<file path="src/vprf_pkg.sv">
package vprf_pkg;

  // ***********************************************************
  // Speed parameters
  // ***********************************************************
  typedef logic [18:0] vprf_spd_t;
  localparam vprf_spd_t SPD_MIN   = 19'h0_0001;
  localparam vprf_spd_t SPD_MAX   = 19'h7_A120;
  localparam vprf_spd_t RUN_RST   = 19'h0_03E8;
  localparam vprf_spd_t SEG_RST   = 19'h0_03E8;
  localparam vprf_spd_t START_RST = 19'h0_0064;
  localparam logic      DETAIL_RST = 1'b1;
  localparam int        NSEG      = 4;
  localparam int        VEL_W     = 20;

  // ***********************************************************
  // Timing
  // ***********************************************************
  localparam int CLK_HZ      = 50_000_000;
  localparam int TICK_US     = 1000;
  localparam int TICK_CYC    = CLK_HZ / 1_000_000 * TICK_US;
  localparam int TIME_W      = 16;

  // ***********************************************************
  // Items, requests and persistent image
  // ***********************************************************
  typedef enum logic [2:0] {
    IT_RUN    = 3'h0,
    IT_SEG0   = 3'h1,
    IT_SEG1   = 3'h2,
    IT_SEG2   = 3'h3,
    IT_SEG3   = 3'h4,
    IT_START  = 3'h5,
    IT_DETAIL = 3'h6,
    IT_VNOW   = 3'h7
  } vprf_item_e;

  typedef enum logic [1:0] {
    RQ_QUERY   = 2'h0,
    RQ_VIEW    = 2'h1,
    RQ_VERSION = 2'h2
  } vprf_kind_e;

  typedef struct packed {
    vprf_kind_e kind;
    vprf_item_e item;
    logic       from_seq;
  } vprf_req_s;

  typedef struct packed {
    vprf_spd_t            run;
    vprf_spd_t            start;
    vprf_spd_t [NSEG-1:0] seg;
  } vprf_speeds_s;

  typedef struct packed {
    vprf_speeds_s spd;
    logic         detail;
    logic [6:0]   valid;
  } vprf_nv_s;

  localparam int NV_SPEEDS = 0;
  localparam int NV_DETAIL = 1;

  // ***********************************************************
  // State machines
  // ***********************************************************
  typedef enum logic [2:0] {
    RP_IDLE = 3'b001,
    RP_RUN  = 3'b010,
    RP_STOP = 3'b100
  } vprf_ramp_e;

  typedef enum logic [7:0] {
    TX_IDLE   = 8'b0000_0001,
    TX_NAME   = 8'b0000_0010,
    TX_EQ     = 8'b0000_0100,
    TX_VAL    = 8'b0000_1000,
    TX_CR     = 8'b0001_0000,
    TX_LF     = 8'b0010_0000,
    TX_PROMPT = 8'b0100_0000,
    TX_FWID   = 8'b1000_0000
  } vprf_tx_e;

  // ***********************************************************
  // Reply characters
  // ***********************************************************
  localparam logic [7:0] CH_CR     = 8'h0D;
  localparam logic [7:0] CH_LF     = 8'h0A;
  localparam logic [7:0] CH_PROMPT = 8'h3E;
  localparam logic [7:0] CH_EQ     = 8'h3D;
  localparam logic [7:0] CH_MINUS  = 8'h2D;
  localparam logic [7:0] CH_ZERO   = 8'h30;
  localparam logic [7:0] CH_NAME0  = 8'h56;
  localparam logic [7:0] CH_RUN    = 8'h52;
  localparam logic [7:0] CH_START  = 8'h53;
  localparam logic [7:0] CH_DETAIL = 8'h42;
  localparam logic [7:0] CH_VNOW   = 8'h43;
  localparam int         FWID_LEN  = 24;
  localparam int         NDIG      = 7;

endpackage

</file>
<file path="src/vprf_dec.sv">
`timescale 1ns/10ps
module vprf_dec
(
  // Value in
  input  wire logic signed [vprf_pkg::VEL_W-1:0] i_val,
  // Decimal digits out
  output logic [vprf_pkg::NDIG-1:0][3:0]         o_dig,
  output logic                                   o_neg,
  output logic [2:0]                             o_ndig
);
  import vprf_pkg::*;

  logic [VEL_W-1:0] mag;

  assign o_neg = i_val[VEL_W-1];
  assign mag   = o_neg ? VEL_W'(-i_val) : VEL_W'(i_val);

  // ***********************************************************
  // One divider per digit
  // ***********************************************************
  genvar k;
  generate
    for (k = 0; k < NDIG; k++)
    begin : g_dig
      localparam logic [VEL_W-1:0] POW = VEL_W'(10 ** k);
      assign o_dig[k] = 4'((mag / POW) % 20'h0_000A);
    end
  endgenerate

  // Count of significant digits, at least one
  always_comb
  begin
    o_ndig = 3'h1;
    for (int i = 1; i < NDIG; i++)
    begin
      if (o_dig[i] != 4'h0)
      begin
        o_ndig = 3'(i + 1);
      end
    end
  end

endmodule

</file>
<file path="src/vprf_ramp.sv">
`timescale 1ns/10ps
module vprf_ramp
#(
  parameter int TICK_CYC = vprf_pkg::TICK_CYC
)
(
  // Clock and reset
  input  wire logic                                i_clk,
  input  wire logic                                i_rst_b,
  // Motion control
  input  wire logic                                i_start,
  input  wire logic                                i_dir,
  input  wire logic                                i_stop,
  input  wire vprf_pkg::vprf_spd_t                 i_target,
  input  wire vprf_pkg::vprf_spd_t                 i_start_spd,
  input  wire logic [vprf_pkg::TIME_W-1:0]         i_accel_ms,
  input  wire logic [vprf_pkg::TIME_W-1:0]         i_decel_ms,
  // Profile out
  output logic signed [vprf_pkg::VEL_W-1:0]        o_vel,
  output logic                                     o_moving
);
  import vprf_pkg::*;

  vprf_ramp_e        state;
  vprf_spd_t         mag;
  logic              dir;
  logic [19:0]       err;
  logic [15:0]       cnt;
  wire               tick = (cnt == 16'(TICK_CYC - 1));
  vprf_spd_t         top_spd;
  vprf_spd_t         goal;
  vprf_spd_t         span;
  wire               rising = (mag < goal);
  wire [TIME_W-1:0]  t = rising ? i_accel_ms : i_decel_ms;
  wire               jump = (t == '0) || (span == '0);
  vprf_spd_t         step;
  logic [19:0]       rem;
  logic [19:0]       sum;
  wire               carry = !jump && (sum >= 20'(t));
  logic [19:0]       inc;
  logic [19:0]       up;
  vprf_spd_t         next_mag;

  // ***********************************************************
  // Linear ramp between starting and running speed
  // ***********************************************************
  assign top_spd = (i_target > i_start_spd) ? i_target : i_start_spd;
  assign goal    = (state == RP_STOP) ? i_start_spd : top_spd;
  assign span    = top_spd - i_start_spd;
  assign step    = jump ? span : 19'(span / 19'(t));
  assign rem     = jump ? 20'h0_0000 : 20'(span % 19'(t));
  assign sum     = err + rem;
  assign inc     = 20'(step) + 20'(carry);
  assign up      = 20'(mag) + inc;
  assign next_mag = jump ? goal :
                    rising ? ((up >= 20'(goal)) ? goal : 19'(up)) :
                    ((20'(mag) <= 20'(goal) + inc) ? goal :
                     19'(20'(mag) - inc));

  always_ff @(posedge i_clk or negedge i_rst_b)
  begin
    if (!i_rst_b)
    begin
      cnt <= 16'h0000;
    end
    else
    begin
      cnt <= tick ? 16'h0000 : cnt + 16'h0001;
    end
  end

  always_ff @(posedge i_clk or negedge i_rst_b)
  begin
    if (!i_rst_b)
    begin
      state <= RP_IDLE;
      mag   <= 19'h0_0000;
      dir   <= 1'b0;
      err   <= 20'h0_0000;
    end
    else
    begin
      case (state)
        RP_IDLE:
        begin
          if (i_start)
          begin
            state <= RP_RUN;
            mag   <= i_start_spd;
            dir   <= i_dir;
            err   <= 20'h0_0000;
          end
        end
        RP_RUN, RP_STOP:
        begin
          if (state == RP_RUN && i_stop)
          begin
            state <= RP_STOP;
            err   <= 20'h0_0000;
          end
          else if (tick && mag != goal)
          begin
            mag <= next_mag;
            err <= carry ? sum - 20'(t) : sum;
          end
          else if (tick && state == RP_STOP)
          begin
            state <= RP_IDLE;
            mag   <= 19'h0_0000;
          end
        end
        default:
        begin
          state <= RP_IDLE;
        end
      endcase
    end
  end

  // Signed command, sign gives direction
  always_ff @(posedge i_clk or negedge i_rst_b)
  begin
    if (!i_rst_b)
    begin
      o_vel    <= 20'sh0_0000;
      o_moving <= 1'b0;
    end
    else
    begin
      o_vel    <= dir ? -$signed({1'b0, mag}) : $signed({1'b0, mag});
      o_moving <= (state != RP_IDLE);
    end
  end

endmodule

</file>
<file path="src/vprf_top.sv">
`timescale 1ns/10ps
module vprf_top
#(
  parameter int TICK_CYC = vprf_pkg::TICK_CYC,
  // Arbitrary identification text
  parameter logic [8*vprf_pkg::FWID_LEN-1:0] FW_TEXT =
    "X000 V.0.00 / 2000-01-01"
)
(
  // Clock and reset
  input  wire logic                         I_REF_CLK,
  input  wire logic                         I_RST_B,
  // Parameter writes
  input  wire logic                         I_WR,
  input  wire vprf_pkg::vprf_item_e         I_WR_ITEM,
  input  wire logic [31:0]                  I_WR_VALUE,
  input  wire logic                         I_CHG_SPEED,
  input  wire logic                         I_PERSIST,
  output logic                              O_WR_REJECT,
  // Nonvolatile storage
  input  wire vprf_pkg::vprf_nv_s           I_NV_IMAGE,
  output logic                              O_NV_WR,
  output logic [1:0]                        O_NV_MASK,
  output vprf_pkg::vprf_nv_s                O_NV_IMAGE,
  // Motion
  input  wire logic                         I_MOVE_START,
  input  wire logic                         I_MOVE_DIR,
  input  wire logic                         I_MOVE_STOP,
  input  wire logic                         I_LINKED,
  input  wire logic [1:0]                   I_SEG_SEL,
  input  wire logic [vprf_pkg::TIME_W-1:0]  I_ACCEL_TIME,
  input  wire logic [vprf_pkg::TIME_W-1:0]  I_DECEL_TIME,
  output logic signed [vprf_pkg::VEL_W-1:0] O_VEL_NOW,
  output logic                              O_MOVING,
  output logic                              O_DETAIL,
  // Reply requests
  input  wire logic                         I_REQ_VALID,
  input  wire vprf_pkg::vprf_req_s          I_REQ,
  output logic                              O_REQ_READY,
  input  wire logic                         I_MULTIDROP,
  input  wire logic                         I_ADDRESSED,
  // Reply characters
  output logic                              O_TX_VALID,
  output logic [7:0]                        O_TX_BYTE,
  input  wire logic                         I_TX_READY,
  // Keyboard input
  input  wire logic                         I_KEY_VALID,
  input  wire logic [7:0]                   I_KEY_BYTE,
  output logic                              O_KEY_VALID,
  output logic [7:0]                        O_KEY_BYTE
);
  import vprf_pkg::*;

  // ***********************************************************
  // Parameter store
  // ***********************************************************
  vprf_spd_t    run_spd;
  vprf_spd_t    start_spd;
  vprf_spd_t    seg_spd [NSEG];
  logic         detail;
  logic         loaded;
  logic [6:0]   saved;
  wire          in_range = (I_WR_VALUE >= 32'(SPD_MIN)) &&
                           (I_WR_VALUE <= 32'(SPD_MAX));
  wire          spd_item = (I_WR_ITEM != IT_DETAIL) &&
                           (I_WR_ITEM != IT_VNOW);
  wire          det_ok   = (I_WR_VALUE <= 32'h0000_0001);
  wire          wr_ok    = I_WR && loaded &&
                           (spd_item ? in_range :
                            (I_WR_ITEM == IT_DETAIL) && det_ok);
  wire          chg_ok   = I_CHG_SPEED && loaded && in_range;
  wire          reject   = loaded && ((I_WR && !wr_ok) ||
                                      (I_CHG_SPEED && !chg_ok));
  wire vprf_spd_t wr_spd = I_WR_VALUE[18:0];
  wire          det_wr   = wr_ok && (I_WR_ITEM == IT_DETAIL);
  wire vprf_speeds_s spd = '{run: run_spd, start: start_spd,
    seg: {seg_spd[3], seg_spd[2], seg_spd[1], seg_spd[0]}};

  always_ff @(posedge I_REF_CLK or negedge I_RST_B)
  begin
    if (!I_RST_B)
    begin
      loaded    <= 1'b0;
      run_spd   <= RUN_RST;
      start_spd <= START_RST;
      detail    <= DETAIL_RST;
      saved     <= 7'h00;
    end
    else if (!loaded)
    begin
      loaded    <= 1'b1;
      saved     <= I_NV_IMAGE.valid;
      if (I_NV_IMAGE.valid[IT_RUN])
        run_spd   <= I_NV_IMAGE.spd.run;
      if (I_NV_IMAGE.valid[IT_START])
        start_spd <= I_NV_IMAGE.spd.start;
      if (I_NV_IMAGE.valid[IT_DETAIL])
        detail    <= I_NV_IMAGE.detail;
    end
    else
    begin
      if (chg_ok)
        run_spd   <= wr_spd;
      else if (wr_ok && I_WR_ITEM == IT_RUN)
        run_spd   <= wr_spd;
      if (wr_ok && I_WR_ITEM == IT_START)
        start_spd <= wr_spd;
      if (det_wr)
        detail    <= I_WR_VALUE[0];
      if (I_PERSIST)
        saved     <= saved | 7'b011_1111;
      if (det_wr)
        saved     <= saved | 7'b100_0000 |
                     (I_PERSIST ? 7'b011_1111 : 7'h00);
    end
  end

  genvar s;
  generate
    for (s = 0; s < NSEG; s++)
    begin : g_seg
      wire hit = wr_ok && (I_WR_ITEM == vprf_item_e'(IT_SEG0 + 3'(s)));
      always_ff @(posedge I_REF_CLK or negedge I_RST_B)
      begin
        if (!I_RST_B)
          seg_spd[s] <= SEG_RST;
        else if (!loaded && I_NV_IMAGE.valid[IT_SEG0 + s])
          seg_spd[s] <= I_NV_IMAGE.spd.seg[s];
        else if (hit)
          seg_spd[s] <= wr_spd;
      end
    end
  endgenerate

  // Speed saves on command; detail level saves on every accepted write
  always_ff @(posedge I_REF_CLK or negedge I_RST_B)
  begin
    if (!I_RST_B)
    begin
      O_NV_WR     <= 1'b0;
      O_NV_MASK   <= 2'h0;
      O_NV_IMAGE  <= '0;
      O_WR_REJECT <= 1'b0;
      O_DETAIL    <= DETAIL_RST;
    end
    else
    begin
      O_NV_WR     <= loaded && (I_PERSIST || det_wr);
      O_NV_MASK   <= {det_wr, I_PERSIST && loaded};
      O_NV_IMAGE  <= '{spd: spd, detail: detail, valid: saved};
      O_WR_REJECT <= reject;
      O_DETAIL    <= detail;
    end
  end

  // ***********************************************************
  // Velocity profiler
  // ***********************************************************
  wire vprf_spd_t target = I_LINKED ? spd.seg[I_SEG_SEL] : spd.run;

  vprf_ramp #(.TICK_CYC(TICK_CYC)) u_ramp
  (
    .i_clk       (I_REF_CLK),
    .i_rst_b     (I_RST_B),
    .i_start     (I_MOVE_START && loaded),
    .i_dir       (I_MOVE_DIR),
    .i_stop      (I_MOVE_STOP),
    .i_target    (target),
    .i_start_spd (spd.start),
    .i_accel_ms  (I_ACCEL_TIME),
    .i_decel_ms  (I_DECEL_TIME),
    .o_vel       (O_VEL_NOW),
    .o_moving    (O_MOVING)
  );

  // ***********************************************************
  // Keyboard gate
  // ***********************************************************
  always_ff @(posedge I_REF_CLK or negedge I_RST_B)
  begin
    if (!I_RST_B)
    begin
      O_KEY_VALID <= 1'b0;
      O_KEY_BYTE  <= 8'h00;
    end
    else
    begin
      O_KEY_VALID <= I_KEY_VALID && (!I_MULTIDROP || I_ADDRESSED);
      O_KEY_BYTE  <= I_KEY_BYTE;
    end
  end

  // ***********************************************************
  // Reply formatter
  // ***********************************************************
  vprf_tx_e             state;
  vprf_tx_e             next_state;
  vprf_req_s            req;
  logic signed [VEL_W-1:0] val;
  logic [4:0]           idx;
  logic [NDIG-1:0][3:0] dig;
  logic                 neg;
  logic [2:0]           ndig;
  logic [7:0]           cur;
  wire                  adv   = !O_TX_VALID || I_TX_READY;
  wire                  quiet = I_REQ.from_seq && I_MULTIDROP &&
                                !I_ADDRESSED;
  wire                  is_seg = (req.item >= IT_SEG0) &&
                                 (req.item <= IT_SEG3);
  wire [4:0]            name_len = is_seg ? 5'h03 : 5'h02;
  wire [4:0]            val_len  = 5'(ndig) + 5'(neg);
  wire [2:0]            dpos = 3'(val_len - idx - 5'h01);
  wire [4:0]            last = (state == TX_NAME) ? name_len :
                               (state == TX_VAL) ? val_len :
                               5'(FWID_LEN);
  wire                  done = (idx == last - 5'h01);
  logic signed [VEL_W-1:0] sel_val;

  always_comb
  begin
    case (I_REQ.item)
      IT_RUN:    sel_val = $signed({1'b0, spd.run});
      IT_START:  sel_val = $signed({1'b0, spd.start});
      IT_DETAIL: sel_val = $signed(20'(detail));
      IT_VNOW:   sel_val = O_VEL_NOW;
      default:   sel_val = $signed({1'b0, spd.seg[2'(I_REQ.item - 3'h1)]});
    endcase
  end

  vprf_dec u_dec
  (
    .i_val  (val),
    .o_dig  (dig),
    .o_neg  (neg),
    .o_ndig (ndig)
  );

  always_comb
  begin
    case (state)
      TX_NAME:
        cur = (idx == 5'h00) ? CH_NAME0 :
              (idx == 5'h02) ? CH_ZERO + 8'(req.item - IT_SEG0) :
              (req.item == IT_START)  ? CH_START :
              (req.item == IT_DETAIL) ? CH_DETAIL :
              (req.item == IT_VNOW)   ? CH_VNOW : CH_RUN;
      TX_EQ:     cur = CH_EQ;
      TX_VAL:    cur = (neg && idx == 5'h00) ? CH_MINUS :
                       CH_ZERO + 8'(dig[dpos]);
      TX_CR:     cur = CH_CR;
      TX_LF:     cur = CH_LF;
      TX_PROMPT: cur = CH_PROMPT;
      TX_FWID:   cur = FW_TEXT[8*(FWID_LEN-1-32'(idx)) +: 8];
      default:   cur = 8'h00;
    endcase
  end

  always_comb
  begin
    next_state = state;
    case (state)
      TX_IDLE:
        if (I_REQ_VALID && !quiet)
          next_state = (I_REQ.kind == RQ_VERSION) ? TX_FWID :
                       (I_REQ.kind == RQ_QUERY && detail) ? TX_NAME :
                       TX_VAL;
      TX_NAME:   if (adv && done) next_state = TX_EQ;
      TX_EQ:     if (adv) next_state = TX_VAL;
      TX_VAL:
        if (adv && done)
          next_state = (req.kind == RQ_VIEW) ? TX_IDLE : TX_CR;
      TX_FWID:   if (adv && done) next_state = TX_CR;
      TX_CR:     if (adv) next_state = TX_LF;
      TX_LF:     if (adv) next_state = TX_PROMPT;
      TX_PROMPT: if (adv) next_state = TX_IDLE;
      default:   next_state = TX_IDLE;
    endcase
  end

  always_ff @(posedge I_REF_CLK or negedge I_RST_B)
  begin
    if (!I_RST_B)
    begin
      state       <= TX_IDLE;
      req         <= '0;
      val         <= 20'sh0_0000;
      idx         <= 5'h00;
      O_TX_VALID  <= 1'b0;
      O_TX_BYTE   <= 8'h00;
      O_REQ_READY <= 1'b0;
    end
    else
    begin
      state       <= next_state;
      O_REQ_READY <= loaded && (next_state == TX_IDLE);
      if (state == TX_IDLE && I_REQ_VALID)
      begin
        req <= I_REQ;
        val <= sel_val;
        idx <= 5'h00;
      end
      else if (adv && state != TX_IDLE)
      begin
        idx <= (next_state != state) ? 5'h00 : idx + 5'h01;
      end
      if (adv)
      begin
        O_TX_VALID <= (state != TX_IDLE);
        O_TX_BYTE  <= cur;
      end
    end
  end

endmodule

</file>
<file path="config.mk">
export PLATFORM = sky130hd
export DESIGN_NAME = vprf_top
export DESIGN_NICKNAME = d
export VERILOG_FILES = /design/src/vprf_pkg.sv /design/src/vprf_dec.sv /design/src/vprf_ramp.sv /design/src/vprf_top.sv
export SDC_FILE = /design/constraint.sdc
export NUM_CORES = 2
export LEC_CHECK = 0
export BUFFER_PORTS_ARGS = -buffer_cell sky130_fd_sc_hd__buf_2
export CORE_ASPECT_RATIO = 1.2
export CORE_UTILIZATION = 60
export DETAILED_ROUTE_END_ITERATION = 8
export GPL_TIMING_DRIVEN = 0
export PLACE_DENSITY = 0.84
export SKIP_CTS_REPAIR_TIMING = 1
export SLEW_MARGIN = 20
export SYNTH_ARGS = -nofsm -noshare
export SYNTH_HDL_FRONTEND = slang
export SYNTH_SLANG_ARGS = --single-unit
</file>
<file path="constraint.sdc">
create_clock -name I_REF_CLK -period 95.3 [get_ports I_REF_CLK]
set_input_delay 9.53 -clock I_REF_CLK [delete_from_list [all_inputs] [get_ports I_REF_CLK]]
set_output_delay 9.53 -clock I_REF_CLK [all_outputs]
set_load 0.1 [all_outputs]
</file>
; Yosys cells after proc, flatten, opt, wreduce, memory -nomap -nowiden
; Cells that the tools add are included.
[word_totals]
reg_bits = 387
in_bits = 219
out_inout_bits = 167
word_cells = 304
[op_classes]
add_sub_neg = 20
n_div = 15
magnitude_cmp = 13
eq_ne = 45
n_shift = 1
muxes = 89
bitwise = 1
reduce_logical = 81
[ops]
columns = cell, n
row1 = two-way mux 19 bit, 29
row2 = "indexed part select 192 x 33 -> 8 bit, first input constant", 1
row3 = "modulo 20 x 4 -> 20 bit, second input constant", 7
row4 = two-way mux 20 bit, 7
row5 = two-way mux 8 bit, 11
row6 = one-hot mux 20 bit (4 select lines), 1
row7 = binary-select mux 19 bit (select 2 bit), 2
row8 = one-hot mux 8 bit (8 select lines), 1
row9 = one-hot mux 8 bit (7 select lines), 1
row10 = two-way mux 5 bit, 9
row11 = adder 19 x 20 -> 20 bit, 2
row12 = one-hot mux 20 bit (2 select lines), 1
row13 = logical AND 1 bit, 39
row14 = one-hot mux 19 bit (2 select lines), 1
row15 = subtractor 19 bit, 2
row16 = ">= comparator 32 x 1 -> 1 bit, second input constant", 1
row17 = "less-or-equal comparator 32 x 1 -> 1 bit, second input constant", 1
row18 = "less-or-equal comparator 32 x 19 -> 1 bit, second input constant", 1
row19 = two-way mux 16 bit, 2
row20 = "equality test 3 bit, second input constant", 10
row21 = two-way mux 3 bit, 8
row22 = nonzero test 4 bit, 6
row23 = two-way mux 7 bit, 3
row24 = adder 19 x 1 -> 20 bit, 1
row25 = 74 further kinds, 118

; Depth between registers and ports, before layout
[depth]
depth_word = 23
mapped_depth = 423
ltp_nobuf = 399

; Hierarchy
; Synthesis repeated with hierarchy kept, for this count alone.
[hier_totals]
hier_cells = 7206
hier_area_um2 = 56399.1
[modules_own_cells]
columns = mod, instances, cells_per_inst, area_each_um2, seq_area_each_um2
row1 = vprf_ramp, 1, 4322, 31881.8, 2003.2
row2 = vprf_top, 1, 1317, 14286.2, 7702.4
row3 = vprf_dec, 1, 1567, 10231.1, 0.0

; Worst setup path after synthesis
; OpenSTA, ideal clock, no wires.
[synth_timing]
path_type = input to register
from = in I_SEG_SEL[1]
to = reg u_ramp.mag[13]
setup_ns = 0.136
arrival_ns = 80.132
t_required_ns = 95.164
path_slack_ns = 15.033
path_stages = 400
n_path_buf = 31
path_cell_list = clkbuf_1 > clkbuf_1 > mux4_2 > mux2_2 > ha_1 > nor2b_1 > o21ai_0 > nand2b_1 > a21oi_1 > nor2b_1 > o21ai_0 > nand2b_1 > a21oi_1 > o21ai_0 > a221o_1 > a21o_1 > a21oi_1 > nor2b_1 > (+364 left out) > o21bai_1 > a21oi_1 > o21bai_1 > a21oi_1 > o21bai_1 > a21oi_1 > xnor2_1 > ha_1 > nor2b_1 > o21ai_0 > and3b_1 > clkbuf_1 > nand2_1 > clkbuf_1 > nor2_1 > a21oi_1 > a221oi_1 > o21ai_0
[synth_via]
elab_chain_cells = 23
elab_cells_between_ends = 37
cone_classes = add/sub: 6 / div: 2 / order compare: 5 / eq/ne: 2 / mux: 15 / reduce/logical: 7
[synth_rtl]
columns = element, line_no
row1 = "start, declared", vprf_top.sv:30  ; input wire logic [1:0] I_SEG_SEL,
row2 = binary-select mux 19 bit (select 2 bit) *, vprf_top.sv:159  ; wire vprf_spd_t target = I_LINKED ? spd.seg[I_SEG_SEL] : spd.run;
row3 = two-way mux 19 bit (implied by the code) *, vprf_top.sv:159
row4 = two-way mux 19 bit *, vprf_top.sv:159
row5 = > comparator 19 bit, vprf_ramp.sv:47  ; assign top_spd = (i_target > i_start_spd) ? i_target : i_start_spd;
row6 = two-way mux 19 bit *, vprf_ramp.sv:47
row7 = "parallel branches: the longest is 18 deep, another holds modulo 19 x 16 -> 20 bit", --
row8 = "end signal, assigned", vprf_ramp.sv:89  ; mag <= i_start_spd;
row9 = "end signal, assigned", vprf_ramp.sv:103  ; mag <= next_mag;
row10 = "end, declared", vprf_ramp.sv:25  ; vprf_spd_t mag;
; Mark *: on every way between the ends. The select of a mux whose other input is x is not followed.
; A chain may end at the register's enable or synchronous reset.

; Final worst setup path
; Same ends and word-level chain as after synthesis.

==> qor.yml <==
status: "finished clean"
max_freq_mhz: 11.2
synth.distinct_cells: 136
r2r_end: "u_ramp.mag[13]"
most-common-layout-cells: "640 x nand2_1, 611 x ha_1, 577 x nor2_1"
critPathCaptureType: "register"
synth-seq-cells: 386
grt_max_degree: 102
yosys_warnings: 0
final_antenna_net_count: 0
drcViolationCount: 0
fp.coreArea_mm2: 0.0851
die_h_um: 323
grt_setup_unrepaired: "no"
antenna_found_initial: 15
required_ps: 95770
clkTransAtPathRegs_ps: 60
fin_cells: 8239
fin_nets: 7903
grt_usage_pct: 40.4
grt_overflow_total: 0
synth_area_mm2: 0.0516
cp_common_cell: "o21a_1"
final_common_cell: "nand2_1"
cts.sink_count: 386
die_w_um: 270
drive_gt1_share_pct: 12.6
worst_pin_slew_ps: 1230
ff_latch_area_mm2: 0.00971
critPathMaxStageDelay_ps: 750
path_class: "primary input to register"
gp_congestion: 1.03
viasPerCell: 6.69
critPathMaxFanout: 12
final.min_clock_period_ps: 88890
slew_viol_final: 0
crit_slowest_cell: "o31ai_2"
cts_made_buffers: 43
synth_ff_type: "dfrtp_1"
rr_startpoint: "seg_spd[58]"
cp-endpoint: "u_ramp.mag[13]"
cp.arrival_ps: 89360
drtPass1Iterations: 7
synth_edf_count: 0
dieArea_mm2: 0.0872
htreeDepth: 2
multiInputGateArea_mm2: 0.0400
ioPinCount: 386
slew_headroom_pct: 17.2
start_util_pct: 60.7
startpoint_type: "primary input"
syn_area_per_cell_um2: 7.80
place_inst: 8150
reg2reg_depth: 400
io_buffers: 373
clockRootBuffer: "clkbuf_16"
fp-row-count: 117
syn_nets: 7458
setup_tns_ps: 0
finalSetupViolCount: 0
clk_latency_ps: 610
grt_pass1_vias: 51900
fin_util_pct: 67.5
clock_skew_ps: 48.6
yosysSeqAreaShare_pct: 18.8
clockBufferDepth: 3
tritoncts: "built"
synth-async-reset-ratio_pct: 100
routed_wl_um: 184000
vias: 55100
syn_inst: 6620
maxCapViolations: 0
timing.final.hold_violations: 0
wl_per_cell_um: 22.4
r2r_slack_ps: 15610
dp_hpwl_um: 147000
period_share_pct: 93.3
grt_pass1_wl_um: 282000
fillers: 7043
cp-startpoint: "I_SEG_SEL[1]"
drt_iter0_drc: 5664
hp-class: "register to register"
area_growth_pct: 11.1
[worst min path at each step]
stage                    end  slack (ps)      from  depth (start not counted)
2_1_floorplan  O_NV_IMAGE[0]         350  saved[0]                          0
3_3_place_gp   O_NV_IMAGE[3]         360  saved[3]                          0
3_5_place_dp   O_NV_IMAGE[3]         360  saved[3]                          0
4_1_cts        O_NV_IMAGE[3]         370  saved[3]                          0
5_1_grt        O_NV_IMAGE[1]         400  saved[1]                          0
6_report       O_NV_IMAGE[3]         370  saved[3]                          0
[area by class of cell]
type,instances,area share [%]
antenna,9,0.0393
tap,1130,2.46
timing repair buffer,403,4.37
clock inverter,22,0.499
buffer,294,2.13
inverter,273,1.79
clock buffer,58,2.08
sequential,386,16.9
multi-input combinational,5664,69.7
[synthesized netlist by cell type, types with 51 or more instances]
library cell / count / share of area, %
a21o_1: 121 / 1.8
a21oi_1: 448 / 4.3
a31oi_1: 66 / 0.80
and3_1: 51 / 0.62
clkbuf_1: 236 / 1.7
dfrtp_1: 349 / 17
ha_1: 611 / 15
inv_1: 266 / 1.9
mux2_2: 104 / 2.3
mux2i_1: 196 / 3.8
nand2_1: 640 / 4.7
nand2b_1: 100 / 1.2
nand3_1: 147 / 1.4
nand4_1: 73 / 0.88
nor2_1: 579 / 4.2
nor2b_1: 109 / 1.3
nor3_1: 308 / 3.0
o21a_1: 279 / 4.1
o21ai_0: 484 / 4.7
o31ai_1: 147 / 2.1
xnor2_1: 250 / 4.2
xor2_1: 111 / 1.9
[cell families after synthesis]
group	after synthesis	synth area share (%)
DFF	386	18.8
and+or+nand+nor	2243	20.5
adders and majority gates	629	15.3
other	2	0.0145
muxes	350	8.13
AOI/OAI and AO/OA	2074	26.6
xor gates and xnor gates	366	6.28
buffers and inverters	570	4.31
[worst max-delay path: cells and delay by family]
kind,cells,cell delay (ps)
AO/OA/AOI/OAI,224,44700
XOR/XNOR,2,340
adder cells (fa/ha/maj),27,7950
AND/OR/NAND/NOR,100,15010
multiplexers,6,2070
buffers and inverters,43,9610
[through the flow]
step | area, um2 | setup WS, ps | hold WS [ps]
after global placement | 54900 | 329 | 357
after floorplan | 51600 | 15030 | 349
after detailed placement | 55700 | 1210 | 357
final | 57400 | 6410 | 373
after global routing | 57400 | 45.6 | 398
after CTS | 57200 | 1510 | 370
[registers in the layout, summed over array words and instances (netlist names), 2 cells and up]
register,cells
O_NV_MASK,2
start_spd,19
run_spd,19
saved,7
u_ramp.mag,19
O_NV_IMAGE,122
u_ramp.state,3
u_ramp.cnt,16
O_KEY_BYTE,8
idx,5
u_ramp.err,20
req,5
O_TX_BYTE,7
seg_spd,76
u_ramp.o_vel,20
state,8
val,20
[per-layer routing]
metal	routed length [um]	global-route usage, %	up-vias
met1	69900	48.2	26100
met5	46	0	-
met2	83300	66.5	2893
met3	18100	8.57	774
met4	12900	25.0	8
li1	-	-	25400
Power is left out: the tool's default activity adds up to more than one toggle a clock period on the data nets, which glitch-free logic cannot reach.
